--- config.mk ---
export PLATFORM = sky130hd
export DESIGN_NAME = pfs_sequencer
export DESIGN_NICKNAME = d
export VERILOG_FILES = /design/src/shared/pfs_pkg.sv /design/src/rtl/pfs_sequencer.sv
export VERILOG_INCLUDE_DIRS = /design/src /design/src/shared
export SDC_FILE = /design/constraint.sdc
export NUM_CORES = 1
export LEC_CHECK = 0
export ABC_AREA = 1
export BUFFER_PORTS_ARGS = -buffer_cell sky130_fd_sc_hd__buf_2
export CORE_MARGIN = 2
export CORE_UTILIZATION = 61
export DETAILED_ROUTE_END_ITERATION = 10
export PLACE_DENSITY = 0.83
export SLEW_MARGIN = 20
export SYNTH_ARGS = -nofsm -noshare
export SYNTH_HDL_FRONTEND = slang
export SYNTH_SLANG_ARGS = --single-unit
--- constraint.sdc ---
create_clock -name i_mclk -period 3.4 [get_ports i_mclk]
set_clock_uncertainty 0.05 [all_clocks]
set_input_delay 0.51 -clock i_mclk [delete_from_list [all_inputs] [get_ports i_mclk]]
set_output_delay 0.51 -clock i_mclk [all_outputs]
set_load 0.03 [all_outputs]
--- src/shared/pfs_defs.svh ---
// timing and field constants for the power fail-safe sequencer
`ifndef PFS_DEFS_SVH
`define PFS_DEFS_SVH
`define PFS_CLK_MHZ        200
`define PFS_TOPO_TMO_US    120
`define PFS_TOPO_CYC       (`PFS_TOPO_TMO_US * `PFS_CLK_MHZ)
`define PFS_UV_RETRY_US    1000
`define PFS_UV_RETRY_CYC   (`PFS_UV_RETRY_US * `PFS_CLK_MHZ)
`define PFS_RST_SHORT_US   1000
`define PFS_RST_LONG_US    10000
`define PFS_RST_SHORT_CYC  (`PFS_RST_SHORT_US * `PFS_CLK_MHZ)
`define PFS_RST_LONG_CYC   (`PFS_RST_LONG_US * `PFS_CLK_MHZ)
`define PFS_INIT_WIN_MS    256
`define PFS_INIT_WIN_CYC   (`PFS_INIT_WIN_MS * 1000 * `PFS_CLK_MHZ)
`define PFS_RST_LOW_S      8
`define PFS_RST_LOW_CYC    (`PFS_RST_LOW_S * 1000000 * `PFS_CLK_MHZ)
`define PFS_SOFT_CYC       2000
`define PFS_ERR_LIM_LO     3'h2
`define PFS_ERR_LIM_HI     3'h6
`define PFS_CNT_W          32
`endif

--- src/shared/pfs_pkg.sv ---
// state types for the power fail-safe sequencer
package pfs_pkg;
    typedef enum logic [9:0] {
        PFS_M_TOPO   = 10'h001,
        PFS_M_PRE    = 10'h002,
        PFS_M_SEL    = 10'h004,
        PFS_M_REGON  = 10'h008,
        PFS_M_WAITR  = 10'h010,
        PFS_M_INIT   = 10'h020,
        PFS_M_NORM   = 10'h040,
        PFS_M_SLEEP  = 10'h080,
        PFS_M_UV     = 10'h100,
        PFS_M_DEEP   = 10'h200
    } pfs_main_e;
    typedef enum logic [6:0] {
        PFS_F_LOGIC_SELF_TEST  = 7'h01,
        PFS_F_ANALOG_SELF_TEST  = 7'h02,
        PFS_F_INIT   = 7'h04,
        PFS_F_RUN    = 7'h08,
        PFS_F_RSTDLY = 7'h10,
        PFS_F_WDEEP  = 7'h20,
        PFS_F_DEEP   = 7'h40
    } pfs_fs_e;
endpackage

--- src/rtl/pfs_sequencer.sv ---
// main and fail-safe state machines of the power sequencer
`include "pfs_defs.svh"

module pfs_sequencer #(
    parameter int unsigned TOPO_CYC   = `PFS_TOPO_CYC,
    parameter int unsigned SOFT_CYC   = `PFS_SOFT_CYC,
    parameter int unsigned UV_CYC     = `PFS_UV_RETRY_CYC,
    parameter int unsigned SHORT_CYC  = `PFS_RST_SHORT_CYC,
    parameter int unsigned LONG_CYC   = `PFS_RST_LONG_CYC,
    parameter int unsigned INIT_CYC   = `PFS_INIT_WIN_CYC,
    parameter int unsigned RSTLOW_CYC = `PFS_RST_LOW_CYC
) (
    input  wire logic             i_mclk,
    input  wire logic             i_sys_rst,
    input  wire logic             i_gate_above_thr,
    input  wire logic             i_select_to_pre,
    input  wire logic [1:0]       i_select_code,
    input  wire logic             i_pre_uv,
    input  wire logic             i_supply_low,
    input  wire logic             i_key,
    input  wire logic [2:0]       i_wake_src,
    input  wire logic [2:0]       i_wake_en,
    input  wire logic             i_logic_self_test_ok,
    input  wire logic             i_logic_self_test_done,
    input  wire logic             i_analog_self_test_ok,
    input  wire logic             i_analog_self_test_done,
    input  wire logic             i_wr_init_only,
    input  wire logic [1:0]       i_wr_init_data,
    input  wire logic             i_wr_init_finish,
    input  wire logic             i_wr_fs_cfg,
    input  wire logic             i_wr_long_delay,
    input  wire logic             i_wr_limit_hi,
    input  wire logic             i_wr_timer_dis,
    input  wire logic             i_sleep_cmd,
    input  wire logic             i_wd_good,
    input  wire logic             i_wd_bad,
    input  wire logic             i_wd_bad_limit,
    input  wire logic             i_ext_rst_req,
    input  wire logic             i_rst_fault,
    input  wire logic             i_fs_release,
    output logic                  o_gate_probe,
    output logic                  o_buck_boost,
    output logic                  o_pre_en,
    output logic                  o_pre_linear,
    output logic                  o_core_en,
    output logic                  o_aux_en,
    output logic                  o_ref_en,
    output logic                  o_can5v_en,
    output logic [1:0]            o_supply_sel,
    output logic [1:0]            o_init_cfg,
    output logic                  o_init_locked,
    output logic [2:0]            o_wake_rec,
    output logic [2:0]            o_rst_err_cnt,
    output logic                  o_normal,
    output logic                  o_mcu_reset_n,
    output logic                  o_failsafe_out_n
);
    import pfs_pkg::*;

    pfs_main_e                 m_reg, m_next;
    pfs_fs_e                   f_reg, f_next;
    logic [`PFS_CNT_W-1:0]     mt_reg, mt_next;
    logic [`PFS_CNT_W-1:0]     ft_reg, ft_next;
    logic [`PFS_CNT_W-1:0]     lt_reg, lt_next;
    logic                      bb_reg, bb_next;
    logic                      auxoff_reg, auxoff_next;
    logic [1:0]                sel_reg, sel_next;
    logic [1:0]                icfg_reg, icfg_next;
    logic                      lock_reg, lock_next;
    logic [2:0]                wrec_reg, wrec_next;
    logic                      long_reg, long_next;
    logic                      lim_reg, lim_next;
    logic                      tdis_reg, tdis_next;
    logic                      first_reg, first_next;
    logic [2:0]                cnt_reg, cnt_next;
    logic                      rstn_reg, rstn_next;
    logic                      fsn_reg, fsn_next;
    logic                      lt_on_reg, lt_on_next;
    logic                      key_s1_reg, key_s2_reg, key_d_reg;
    logic                      key_rise;
    logic                      fs_restart;
    logic                      wake;
    logic [2:0]                limit;
    logic                      regs_off;

    // key synchronizer
    always_ff @(posedge i_mclk) begin
        if (i_sys_rst) begin
            key_s1_reg <= 1'b0;
            key_s2_reg <= 1'b0;
            key_d_reg  <= 1'b0;
        end else begin
            key_s1_reg <= i_key;
            key_s2_reg <= key_s1_reg;
            key_d_reg  <= key_s2_reg;
        end
    end
    assign key_rise = key_s2_reg & ~key_d_reg;
    assign wake     = |(i_wake_src & i_wake_en);
    assign limit    = lim_reg ? `PFS_ERR_LIM_HI : `PFS_ERR_LIM_LO;
    assign regs_off = (f_next == PFS_F_DEEP);

    // main machine
    always_comb begin
        m_next      = m_reg;
        mt_next     = mt_reg + 1'b1;
        bb_next     = bb_reg;
        auxoff_next = auxoff_reg;
        sel_next    = sel_reg;
        icfg_next   = icfg_reg;
        lock_next   = lock_reg;
        wrec_next   = wrec_reg;
        fs_restart  = 1'b0;
        if (i_wr_init_only && m_reg == PFS_M_INIT && !lock_reg) begin
            icfg_next = i_wr_init_data;
        end
        case (m_reg)
            PFS_M_TOPO: begin
                if (i_gate_above_thr) begin
                    bb_next = 1'b1;
                    m_next  = PFS_M_PRE;
                    mt_next = '0;
                end else if (mt_reg >= TOPO_CYC - 1) begin
                    bb_next = 1'b0;
                    m_next  = PFS_M_PRE;
                    mt_next = '0;
                end
            end
            PFS_M_PRE: begin
                if (mt_reg >= SOFT_CYC - 1) begin
                    m_next  = PFS_M_SEL;
                    mt_next = '0;
                end
            end
            PFS_M_SEL: begin
                auxoff_next = i_select_to_pre;
                sel_next    = i_select_code;
                m_next      = PFS_M_REGON;
                mt_next     = '0;
            end
            PFS_M_REGON: begin
                if (mt_reg >= SOFT_CYC - 1) begin
                    m_next = PFS_M_WAITR;
                end
            end
            PFS_M_WAITR: begin
                if (rstn_reg) begin
                    m_next    = PFS_M_INIT;
                    lock_next = 1'b0;
                end
            end
            PFS_M_INIT: begin
                if (i_pre_uv) begin
                    m_next  = PFS_M_UV;
                    mt_next = '0;
                end else if (i_wr_init_finish) begin
                    lock_next = 1'b1;
                    m_next    = PFS_M_NORM;
                end
            end
            PFS_M_NORM: begin
                if (i_pre_uv) begin
                    m_next  = PFS_M_UV;
                    mt_next = '0;
                end else if (i_sleep_cmd && cnt_reg == 3'h0) begin
                    m_next = PFS_M_SLEEP;
                end
            end
            PFS_M_SLEEP: begin
                if (wake) begin
                    wrec_next  = i_wake_src & i_wake_en;
                    m_next     = PFS_M_TOPO;
                    mt_next    = '0;
                    fs_restart = 1'b1;
                end
            end
            PFS_M_UV: begin
                if (mt_reg >= UV_CYC - 1) begin
                    m_next     = PFS_M_TOPO;
                    mt_next    = '0;
                    fs_restart = 1'b1;
                end
            end
            PFS_M_DEEP: begin
                if (key_rise) begin
                    m_next     = PFS_M_TOPO;
                    mt_next    = '0;
                    fs_restart = 1'b1;
                end
            end
            default: m_next = PFS_M_TOPO;
        endcase
        if (f_reg == PFS_F_DEEP && !key_s2_reg && m_reg != PFS_M_DEEP) begin
            m_next = PFS_M_DEEP;
        end
    end

    always_ff @(posedge i_mclk) begin
        if (i_sys_rst) begin
            m_reg      <= PFS_M_TOPO;
            mt_reg     <= '0;
            bb_reg     <= 1'b0;
            auxoff_reg <= 1'b0;
            sel_reg    <= 2'h0;
            icfg_reg   <= 2'h0;
            lock_reg   <= 1'b0;
            wrec_reg   <= 3'h0;
        end else begin
            m_reg      <= m_next;
            mt_reg     <= mt_next;
            bb_reg     <= bb_next;
            auxoff_reg <= auxoff_next;
            sel_reg    <= sel_next;
            icfg_reg   <= icfg_next;
            lock_reg   <= lock_next;
            wrec_reg   <= wrec_next;
        end
    end

    // fail-safe machine
    always_comb begin
        f_next     = f_reg;
        ft_next    = ft_reg + 1'b1;
        long_next  = long_reg;
        lim_next   = lim_reg;
        tdis_next  = tdis_reg;
        first_next = first_reg;
        cnt_next   = cnt_reg;
        rstn_next  = rstn_reg;
        fsn_next   = fsn_reg;
        lt_on_next = lt_on_reg;
        lt_next    = lt_on_reg ? lt_reg + 1'b1 : '0;
        if (i_fs_release && f_reg == PFS_F_RUN) begin
            fsn_next = 1'b1;
        end
        case (f_reg)
            PFS_F_LOGIC_SELF_TEST: begin
                rstn_next = 1'b0;
                // logic test; failure waits for timer
                if (i_logic_self_test_done && i_logic_self_test_ok) begin
                    f_next = PFS_F_ANALOG_SELF_TEST;
                end
            end
            PFS_F_ANALOG_SELF_TEST: begin
                if (i_analog_self_test_done && i_analog_self_test_ok && m_reg == PFS_M_WAITR) begin
                    f_next  = PFS_F_RSTDLY;
                    ft_next = '0;
                end
            end
            PFS_F_INIT: begin
                if (i_wr_fs_cfg) begin
                    long_next = i_wr_long_delay;
                    lim_next  = i_wr_limit_hi;
                    tdis_next = i_wr_timer_dis;
                end
                if (i_wd_good) begin
                    f_next = PFS_F_RUN;
                end else if (i_wd_bad || ft_reg >= INIT_CYC - 1 || i_rst_fault) begin
                    f_next     = PFS_F_RSTDLY;
                    ft_next    = '0;
                    rstn_next  = 1'b0;
                    cnt_next   = cnt_reg + 1'b1;
                    lt_on_next = ~tdis_reg;
                    lt_next    = '0;
                end
            end
            PFS_F_RUN: begin
                if (i_wd_bad_limit || i_ext_rst_req || i_rst_fault) begin
                    f_next     = PFS_F_RSTDLY;
                    ft_next    = '0;
                    rstn_next  = 1'b0;
                    cnt_next   = cnt_reg + 1'b1;
                    lt_on_next = ~tdis_reg;
                    lt_next    = '0;
                end
            end
            PFS_F_RSTDLY: begin
                if (ft_reg >= (first_reg ? LONG_CYC : (long_reg ? LONG_CYC : SHORT_CYC)) - 1
                    && !i_rst_fault && !i_ext_rst_req) begin
                    rstn_next  = 1'b1;
                    first_next = 1'b0;
                    lt_on_next = 1'b0;
                    f_next     = PFS_F_INIT;
                    ft_next    = '0;
                end
            end
            PFS_F_WDEEP: begin
                f_next = PFS_F_DEEP;
            end
            PFS_F_DEEP: begin
                rstn_next  = 1'b0;
                fsn_next   = 1'b0;
                lt_on_next = 1'b0;
            end
            default: f_next = PFS_F_LOGIC_SELF_TEST;
        endcase
        if (m_reg == PFS_M_SEL) begin
            lt_on_next = 1'b1;
        end
        if (f_reg != PFS_F_DEEP && f_reg != PFS_F_WDEEP &&
            (cnt_reg >= limit || (lt_on_reg && lt_reg >= RSTLOW_CYC - 1))) begin
            f_next = PFS_F_WDEEP;
        end
        if (fs_restart) begin
            f_next     = PFS_F_LOGIC_SELF_TEST;
            long_next  = 1'b0;
            lim_next   = 1'b0;
            tdis_next  = 1'b0;
            first_next = 1'b1;
            cnt_next   = 3'h0;
            rstn_next  = 1'b0;
            fsn_next   = 1'b0;
            lt_on_next = 1'b0;
        end
    end

    always_ff @(posedge i_mclk) begin
        if (i_sys_rst) begin
            f_reg     <= PFS_F_LOGIC_SELF_TEST;
            ft_reg    <= '0;
            lt_reg    <= '0;
            long_reg  <= 1'b0;
            lim_reg   <= 1'b0;
            tdis_reg  <= 1'b0;
            first_reg <= 1'b1;
            cnt_reg   <= 3'h0;
            rstn_reg  <= 1'b0;
            fsn_reg   <= 1'b0;
            lt_on_reg <= 1'b0;
        end else begin
            f_reg     <= f_next;
            ft_reg    <= ft_next;
            lt_reg    <= lt_next;
            long_reg  <= long_next;
            lim_reg   <= lim_next;
            tdis_reg  <= tdis_next;
            first_reg <= first_next;
            cnt_reg   <= cnt_next;
            rstn_reg  <= rstn_next;
            fsn_reg   <= fsn_next;
            lt_on_reg <= lt_on_next;
        end
    end

    // registered outputs
    always_ff @(posedge i_mclk) begin
        if (i_sys_rst) begin
            o_gate_probe     <= 1'b0;
            o_buck_boost     <= 1'b0;
            o_pre_en         <= 1'b0;
            o_pre_linear     <= 1'b0;
            o_core_en        <= 1'b0;
            o_aux_en         <= 1'b0;
            o_ref_en         <= 1'b0;
            o_can5v_en       <= 1'b0;
            o_supply_sel     <= 2'h0;
            o_init_cfg       <= 2'h0;
            o_init_locked    <= 1'b0;
            o_wake_rec       <= 3'h0;
            o_rst_err_cnt    <= 3'h0;
            o_normal         <= 1'b0;
            o_mcu_reset_n    <= 1'b0;
            o_failsafe_out_n <= 1'b0;
        end else begin
            o_gate_probe     <= (m_next == PFS_M_TOPO);
            o_buck_boost     <= bb_next;
            // regulators off in low-power-off and deep
            o_pre_en         <= !regs_off && (!(m_next inside {PFS_M_TOPO, PFS_M_SLEEP,
                                 PFS_M_UV, PFS_M_DEEP}) ||
                                 (m_next == PFS_M_SLEEP && i_supply_low));
            o_pre_linear     <= (m_next == PFS_M_SLEEP) && !bb_next;
            o_core_en        <= !regs_off && (m_next inside {PFS_M_REGON, PFS_M_WAITR,
                                 PFS_M_INIT, PFS_M_NORM});
            o_aux_en         <= !regs_off && !auxoff_next && (m_next inside {PFS_M_REGON,
                                 PFS_M_WAITR, PFS_M_INIT, PFS_M_NORM});
            o_ref_en         <= !regs_off && (m_next inside {PFS_M_REGON, PFS_M_WAITR,
                                 PFS_M_INIT, PFS_M_NORM});
            o_can5v_en       <= !regs_off && (m_next inside {PFS_M_REGON, PFS_M_WAITR,
                                 PFS_M_INIT, PFS_M_NORM});
            o_supply_sel     <= sel_next;
            o_init_cfg       <= icfg_next;
            o_init_locked    <= lock_next;
            o_wake_rec       <= wrec_next;
            o_rst_err_cnt    <= cnt_next;
            o_normal         <= (m_next == PFS_M_NORM);
            o_mcu_reset_n    <= rstn_next;
            o_failsafe_out_n <= fsn_next;
        end
    end

    // checks
    property p_deep_regs_off;
        @(posedge i_mclk) disable iff (i_sys_rst)
        (m_reg == PFS_M_DEEP) |=> !o_core_en && !o_ref_en;
    endproperty
    a_deep_regs_off: assert property (p_deep_regs_off) else $error("regs on in deep");
    property p_lock;
        @(posedge i_mclk) disable iff (i_sys_rst)
        (m_reg == PFS_M_INIT && i_wr_init_finish && !i_pre_uv) |=> o_normal && o_init_locked;
    endproperty
    a_lock: assert property (p_lock) else $error("init finish not honoured");
    property p_ignore;
        @(posedge i_mclk) disable iff (i_sys_rst)
        (lock_reg && !fs_restart) |=> $stable(icfg_reg) || m_reg == PFS_M_INIT;
    endproperty
    a_ignore: assert property (p_ignore) else $error("locked cfg changed");
    property p_sleep_zero;
        @(posedge i_mclk) disable iff (i_sys_rst)
        (m_reg != PFS_M_SLEEP && m_next == PFS_M_SLEEP) |-> cnt_reg == 3'h0 && m_reg == PFS_M_NORM;
    endproperty
    a_sleep_zero: assert property (p_sleep_zero) else $error("bad sleep entry");
    property p_limit;
        @(posedge i_mclk) disable iff (i_sys_rst)
        (cnt_reg >= limit && f_reg != PFS_F_DEEP && f_reg != PFS_F_WDEEP && !fs_restart)
        |=> f_reg == PFS_F_WDEEP;
    endproperty
    a_limit: assert property (p_limit) else $error("limit ignored");
    property p_fs_deep_off;
        @(posedge i_mclk) disable iff (i_sys_rst)
        (f_reg == PFS_F_DEEP) |-> !o_pre_en && !o_core_en && !o_ref_en && !o_can5v_en;
    endproperty
    a_fs_deep_off: assert property (p_fs_deep_off) else $error("regs on in fs deep");
    property p_key;
        @(posedge i_mclk) disable iff (i_sys_rst)
        (m_reg == PFS_M_DEEP && key_rise) |=> m_reg == PFS_M_TOPO;
    endproperty
    a_key: assert property (p_key) else $error("key wake missed");
    property p_wake_clear;
        @(posedge i_mclk) disable iff (i_sys_rst)
        fs_restart |=> f_reg == PFS_F_LOGIC_SELF_TEST && !lim_reg && cnt_reg == 3'h0;
    endproperty
    a_wake_clear: assert property (p_wake_clear) else $error("fs cfg kept");
    property p_rst_hold;
        @(posedge i_mclk) disable iff (i_sys_rst)
        (f_reg == PFS_F_LOGIC_SELF_TEST) |=> ##1 !o_mcu_reset_n;
    endproperty
    a_rst_hold: assert property (p_rst_hold) else $error("reset released in test");
    c_normal: cover property (@(posedge i_mclk) m_reg == PFS_M_NORM);
    c_sleep:  cover property (@(posedge i_mclk) m_reg == PFS_M_SLEEP ##1 m_reg == PFS_M_TOPO);
    c_deep:   cover property (@(posedge i_mclk) f_reg == PFS_F_DEEP);
endmodule

==> After elaboration in Yosys (flattened, before gate mapping) <==
Index checks and enable logic that the tools add are counted.
{ "word_totals": {"ff_bits": 142, "latch_bits": 0, "ram_bits": 0, "romBits": 0, "in_bits": 34, "output_inout_bits": 22, "wordCells": 209, "memories": 0} }
{ "op_classes": {"addsub": 5, "n_mul": 0, "n_div": 0, "magnitude_cmp": 7, "eq_ne": 40, "shift": 0, "muxes": 72, "bitwise": 4, "n_reduce_logical": 53} }
{ "op_table": {"columns": ["cell", "count"], "rows": [
  ["32-bit two-way mux", 16],
  ["32-bit case mux with 7 select lines", 1],
  ["10-bit two-way mux", 13],
  ["32-bit case mux with 4 select lines", 1],
  ["10-bit case mux with 10 select lines", 1],
  ["32-bit by 1-bit adder with 32-bit output, second input constant", 3],
  ["32-bit case mux with 2 select lines", 1],
  ["7-bit two-way mux", 8],
  ["7-bit case mux with 7 select lines", 1],
  ["21-bit two-way mux", 2],
  ["32-bit by 11-bit greater-or-equal comparator with 1-bit output, second input constant", 1],
  ["32-bit by 15-bit greater-or-equal comparator with 1-bit output, second input constant", 1],
  ["32-bit by 18-bit greater-or-equal comparator with 1-bit output, second input constant", 1],
  ["32-bit by 26-bit greater-or-equal comparator with 1-bit output, second input constant", 1],
  ["32-bit by 31-bit greater-or-equal comparator with 1-bit output, second input constant", 1],
  ["32-bit greater-or-equal comparator", 1],
  ["21-bit by 1-bit subtractor with 22-bit output, second input constant", 1],
  ["10-bit by 1-bit equality test with 1-bit output, second input constant", 2],
  ["10-bit equality test, second input constant", 2],
  ["10-bit by 4-bit equality test with 1-bit output, second input constant", 2],
  ["10-bit by 5-bit equality test with 1-bit output, second input constant", 2],
  ["10-bit by 6-bit equality test with 1-bit output, second input constant", 2],
  ["10-bit by 7-bit equality test with 1-bit output, second input constant", 2],
  ["10-bit by 8-bit equality test with 1-bit output, second input constant", 2],
  ["40 further kinds", 113]
]} }

==> Logic depth before layout (Yosys ltp) <==
{ "depth": {"ltp_word": 14, "ltp_mapped": 19, "depth_no_buf": 19} }

==> Worst setup path after synthesis <==
No wires, ideal clock.
{ "synth_timing": {"path_kind": "flip-flop to flip-flop", "from": "register first_reg", "to": "register ft_reg[24]", "setup_time_ns": 0.114, "arrival_time_ns": 2.213, "t_required_ns": 3.236, "setup_slack_ns": 1.022, "path_stages_with_launch": 19, "n_path_buf": 1, "synth_period_minus_slack_ns": 2.378, "path_cell_list": "dfxtp_1 > nor2_2 > inv_1 > ha_1 > ha_1 > nand2_1 > nor2_1 > nand2_1 > nand2_1 > nand2_1 > nand2_1 > nand2_1 > nand2_1 > nand2_1 > a21oi_2 > nand4_1 > nand2_1 > buf_4 > nor2_1"} }
{ "synth_between": {"elab_chain_len": 7} }
{ "synth_lines": {"columns": ["item", "line_no", "source"], "rows": [
  ["from (decl)", "pfs_sequencer.sv:74", "logic first_reg, first_next;"],
  ["from (signal assigned)", "pfs_sequencer.sv:337", "first_reg <= first_next;"],
  ["21-bit two-way mux", "pfs_sequencer.sv:278", "if (ft_reg >= (first_reg ? LONG_CYC : (long_reg ? LONG_CYC : SHORT_CYC)) - 1"],
  ["21-bit by 1-bit subtractor with 22-bit output", "pfs_sequencer.sv:278", null],
  ["32-bit greater-or-equal comparator", "pfs_sequencer.sv:278", null],
  ["1-bit logical AND (2 in a row)", "pfs_sequencer.sv:279", "&& !i_rst_fault && !i_ext_rst_req) begin"],
  ["32-bit two-way mux", "pfs_sequencer.sv:278", null],
  ["32-bit case mux with 4 select lines", "pfs_sequencer.sv:236", "case (f_reg)"],
  ["to (signal assigned)", "pfs_sequencer.sv:332", "ft_reg <= ft_next;"],
  ["to (decl)", "pfs_sequencer.sv:63", "logic [`PFS_CNT_W-1:0] ft_reg, ft_next;"]
]} }
No other way between the ends.
A chain may end at the register's enable or synchronous reset.

==> Worst setup path in the final report <==
Same ends and word-level chain as after synthesis.

==> results.toml <==
[run_status]
outcome = "complete, no violations"

[logic_synthesis]
synth.lib_cells_used.distinct = 57
syn_area_um2 = 8450
yosys_top_cell_by_area = "sky130_fd_sc_hd__dfxtp_1"
synth_enable_flop_cells = 0
ys_seq_elements = 142
dominantRegCellSynth = "sky130_fd_sc_hd__dfxtp_1"
async_reset_ff_share_pct = 0
synthesis.instances = 1220
synth.yosys.seq_area_share_pct = 33.6
synth_top_cell_area_share_pct = 33.6
synth_warnings = 0
postSynthNetCount = 1269
synth.top_cells.by_area = "sky130_fd_sc_hd__dfxtp_1 (34%), sky130_fd_sc_hd__nand2_1 (11%), sky130_fd_sc_hd__nor2_1 (7.7%), sky130_fd_sc_hd__inv_1 (7.0%), sky130_fd_sc_hd__nand3_1 (5.6%)"
avgSynthCellArea_um2 = 6.93

[placed_design]
dpl_cell_area_um2 = 8870
numPortBuffers = 55
globalplace.congestion = 0.913
place_hpwl_um = 14400
placed_cells = 1442

[routing]
drt-vias-per-instance = 5.39
vias = 7950
wire_per_inst_um = 13.1
drtAntennaViolNets = 0
remaining_drc_errors = 0
dr.pass1.iters = 5
postRouteWirelength_um = 19300
first_iter_violations = 708

[die]
floorplan.initialDensity_pct = 61.6
num_rows = 43
vertical_die_dimension_um = 122
number_of_ports_placed_on_the_die_boundary = 56
die_w_um = 122
die-area_um2 = 14800
core_footprint_um2 = 13700

[global_route]
grt-busiest-layer = "met2"
groute.layer.met2.usage_pct = 44.2
met3_usage_pct = 6.93
antenna_violations_before_repair = 0
grt_max_degree = 37
grt_use_met1_pct = 35.5
grtUsageTotal_pct = 27.4
grt_overflow_total = 0
wire_length_of_the_first_global_routing_pass_um = 32800
via_count_of_the_first_global_routing_pass = 7238

[hold_path]
min_path_type = "primary input to flop"

[cts]
post_cts.resized_instances = 0
clk_latency_worst_skew_pair_ps = 430
numClockSinks = 142
cts_tree = "yes"
worst_setup_hold_path_clk_slew_ps = 60
postCtsHoldBufs = 0
ctsRootBufferMaster = "sky130_fd_sc_hd__clkbuf_16"
cts.repair_timing.setup_buffer_count = 0
numCtsBuffers = 17
htree_num_levels = 4
ctsLongestPathBuffers = 2

[worst_setup_path]
timing.critical_path.to = "ft_reg[24]$_SDFF_PP0_"
timing.critical_path.arrival_ps = 3110
setup.reg_to_reg.worst_slack_ps = 530
rr_worst_depth = 18
critPathRequiredTime_ps = 3650
kind_of_critical_path = "flop to flop"
endpoint_kind = "flop"
worst_r2r_endpoint = "ft_reg[24]$_SDFF_PP0_"
worstReg2RegStart = "first_reg$_SDFFE_PP1P_"
startpoint = "first_reg$_SDFFE_PP1P_"
path_max_fanout = 31
critical_path.startpoint_type = "flop"

[layout]
multi_input_area_um2 = 4790
stdcell_count = 1474
post_route_cells_drive_above_1_share_pct = 16.6
areaGrowthSynthToFinish_pct = 12.1
final_area_um2 = 9480
layout.filler_cells = 1172
numnets_final = 1330
antenna-diode-count = 0
ff_latch_area_um2 = 2840

[timing]
finalSetupViolCount = 0
rsz0062_at_grt = "false"
min_period_over_period_pct = 84.3
max_clock_freq_mhz = 349
tightest_slew_ps = 713
slew_viol_final = 0
timing.max_slew.rel_slack_pct = 52.1
timing.final.crit_period_ps = 2870
final-hold-violation-count = 0
setup_total_negative_slack_ps = 0

[job]
maxCapViolations = 0

[pwr]
power_per_cell_area_nw_per_um2 = 409
cellLeakagePower_nw = 4.15
ir_worst_vdd_mv = 0.370
worst min-delay path by stage:
stage,depth (start not counted),from,end,slack (ps)
final,3,i_key,key_s1_reg$_SDFF_PP0_,240
after global routing,3,i_key,key_s1_reg$_SDFF_PP0_,240
after CTS,3,i_key,key_s1_reg$_SDFF_PP0_,230
after detailed placement,2,key_s1_reg$_SDFF_PP0_,key_s2_reg$_SDFF_PP0_,370
after global placement,2,key_s1_reg$_SDFF_PP0_,key_s2_reg$_SDFF_PP0_,360
after floorplan,2,key_s1_reg$_SDFF_PP0_,key_s2_reg$_SDFF_PP0_,340
placed cells by master, fill, tap and decap left out, drive strengths merged, types with 3 or more instances in the layout:
cell	count
a21oi	42
clkbuf	21
nor2	209
nor3	43
nand3	109
xnor2	10
o31ai	3
o21ai	23
or2	15
nor4	18
bufinv	3
nand2	254
clkinv	9
nand3b	3
inv	182
buf	58
dfxtp	142
o211ai	7
ha	15
and2	6
nand4	53
xor2	48
synth_stat cells, drive strengths merged, types with 3 or more instances:
cell type  count
a21oi         42
xor2          48
or2           15
clkinv         3
clkbuf         6
nor4          18
and2           6
buf           10
xnor2         10
nor2         209
nor3          43
nand3        109
nand3b         3
nand2        254
ha            15
dfxtp        142
nand4         53
o31ai          3
inv          182
o211ai         7
o21ai         23
cell families (layout without fill, tap and decap cells):
| logic type | Yosys count | count (layout) | synth area share, % |
|---|---|---|---|
| xor+xnor | 58 | 58 | 6.01 |
| other cells | 1 | 1 | 0.0444 |
| compound gates | 86 | 86 | 5.92 |
| buf+inv | 201 | 275 | 9.65 |
| flops | 142 | 142 | 33.6 |
| fa+ha+maj | 15 | 15 | 2.22 |
| simple gates | 717 | 717 | 42.5 |
cell type report:
cell class                      instances  share of cell area [%]
Multi-Input combinational cell        877                    50.6
Sequential cell                       142                    30.0
Inverter                              185                    7.45
Clock buffer                           21                    4.97
Timing Repair Buffer                   58                    3.14
Tap cell                              180                    2.38
Clock inverter                         11                    1.47
through the flow:
stage	setup slack, ps	util (%)	total power (W)	hold slack, ps
floorplan	1020	-	0.00192	338
global route	213	69.1	0.00401	244
detailed placement	598	64.6	0.00199	372
finish	534	69.1	0.00388	240
CTS	550	69.1	0.00389	229
global placement	710	64.6	0.00198	365
critical path, stage by stage, from the launching register on:
cell	delay, ps
sky130_fd_sc_hd__dfxtp_1	330
sky130_fd_sc_hd__nor2_2	200
sky130_fd_sc_hd__inv_1	160
sky130_fd_sc_hd__ha_1	330
sky130_fd_sc_hd__ha_1	300
sky130_fd_sc_hd__nand2_1	60
sky130_fd_sc_hd__nor2_1	80
sky130_fd_sc_hd__nand2_1	60
sky130_fd_sc_hd__nand2_1	50
sky130_fd_sc_hd__nand2_1	40
sky130_fd_sc_hd__nand2_1	60
sky130_fd_sc_hd__nand2_1	50
sky130_fd_sc_hd__nand2_1	50
sky130_fd_sc_hd__nand2_1	110
sky130_fd_sc_hd__a21oi_2	180
sky130_fd_sc_hd__nand4_1	120
sky130_fd_sc_hd__nand2_1	100
sky130_fd_sc_hd__buf_4	310
sky130_fd_sc_hd__nor2_1	90
power by group:
group | internal, W | switching, W
logic | 0.0000753 | 0.000178
clock network | 0.00121 | 0.000718
registers | 0.00169 | 0.0000176
total | 0.00297 | 0.000913
per-layer routing:
metal / routed length [um] / up-vias
met5: 0 / -
met4: 460 / 0
met3: 1260 / 41
met2: 8820 / 257
met1: 8780 / 3593
li1: - / 4059
No activity file was read; power rests on OpenSTA's default activity.
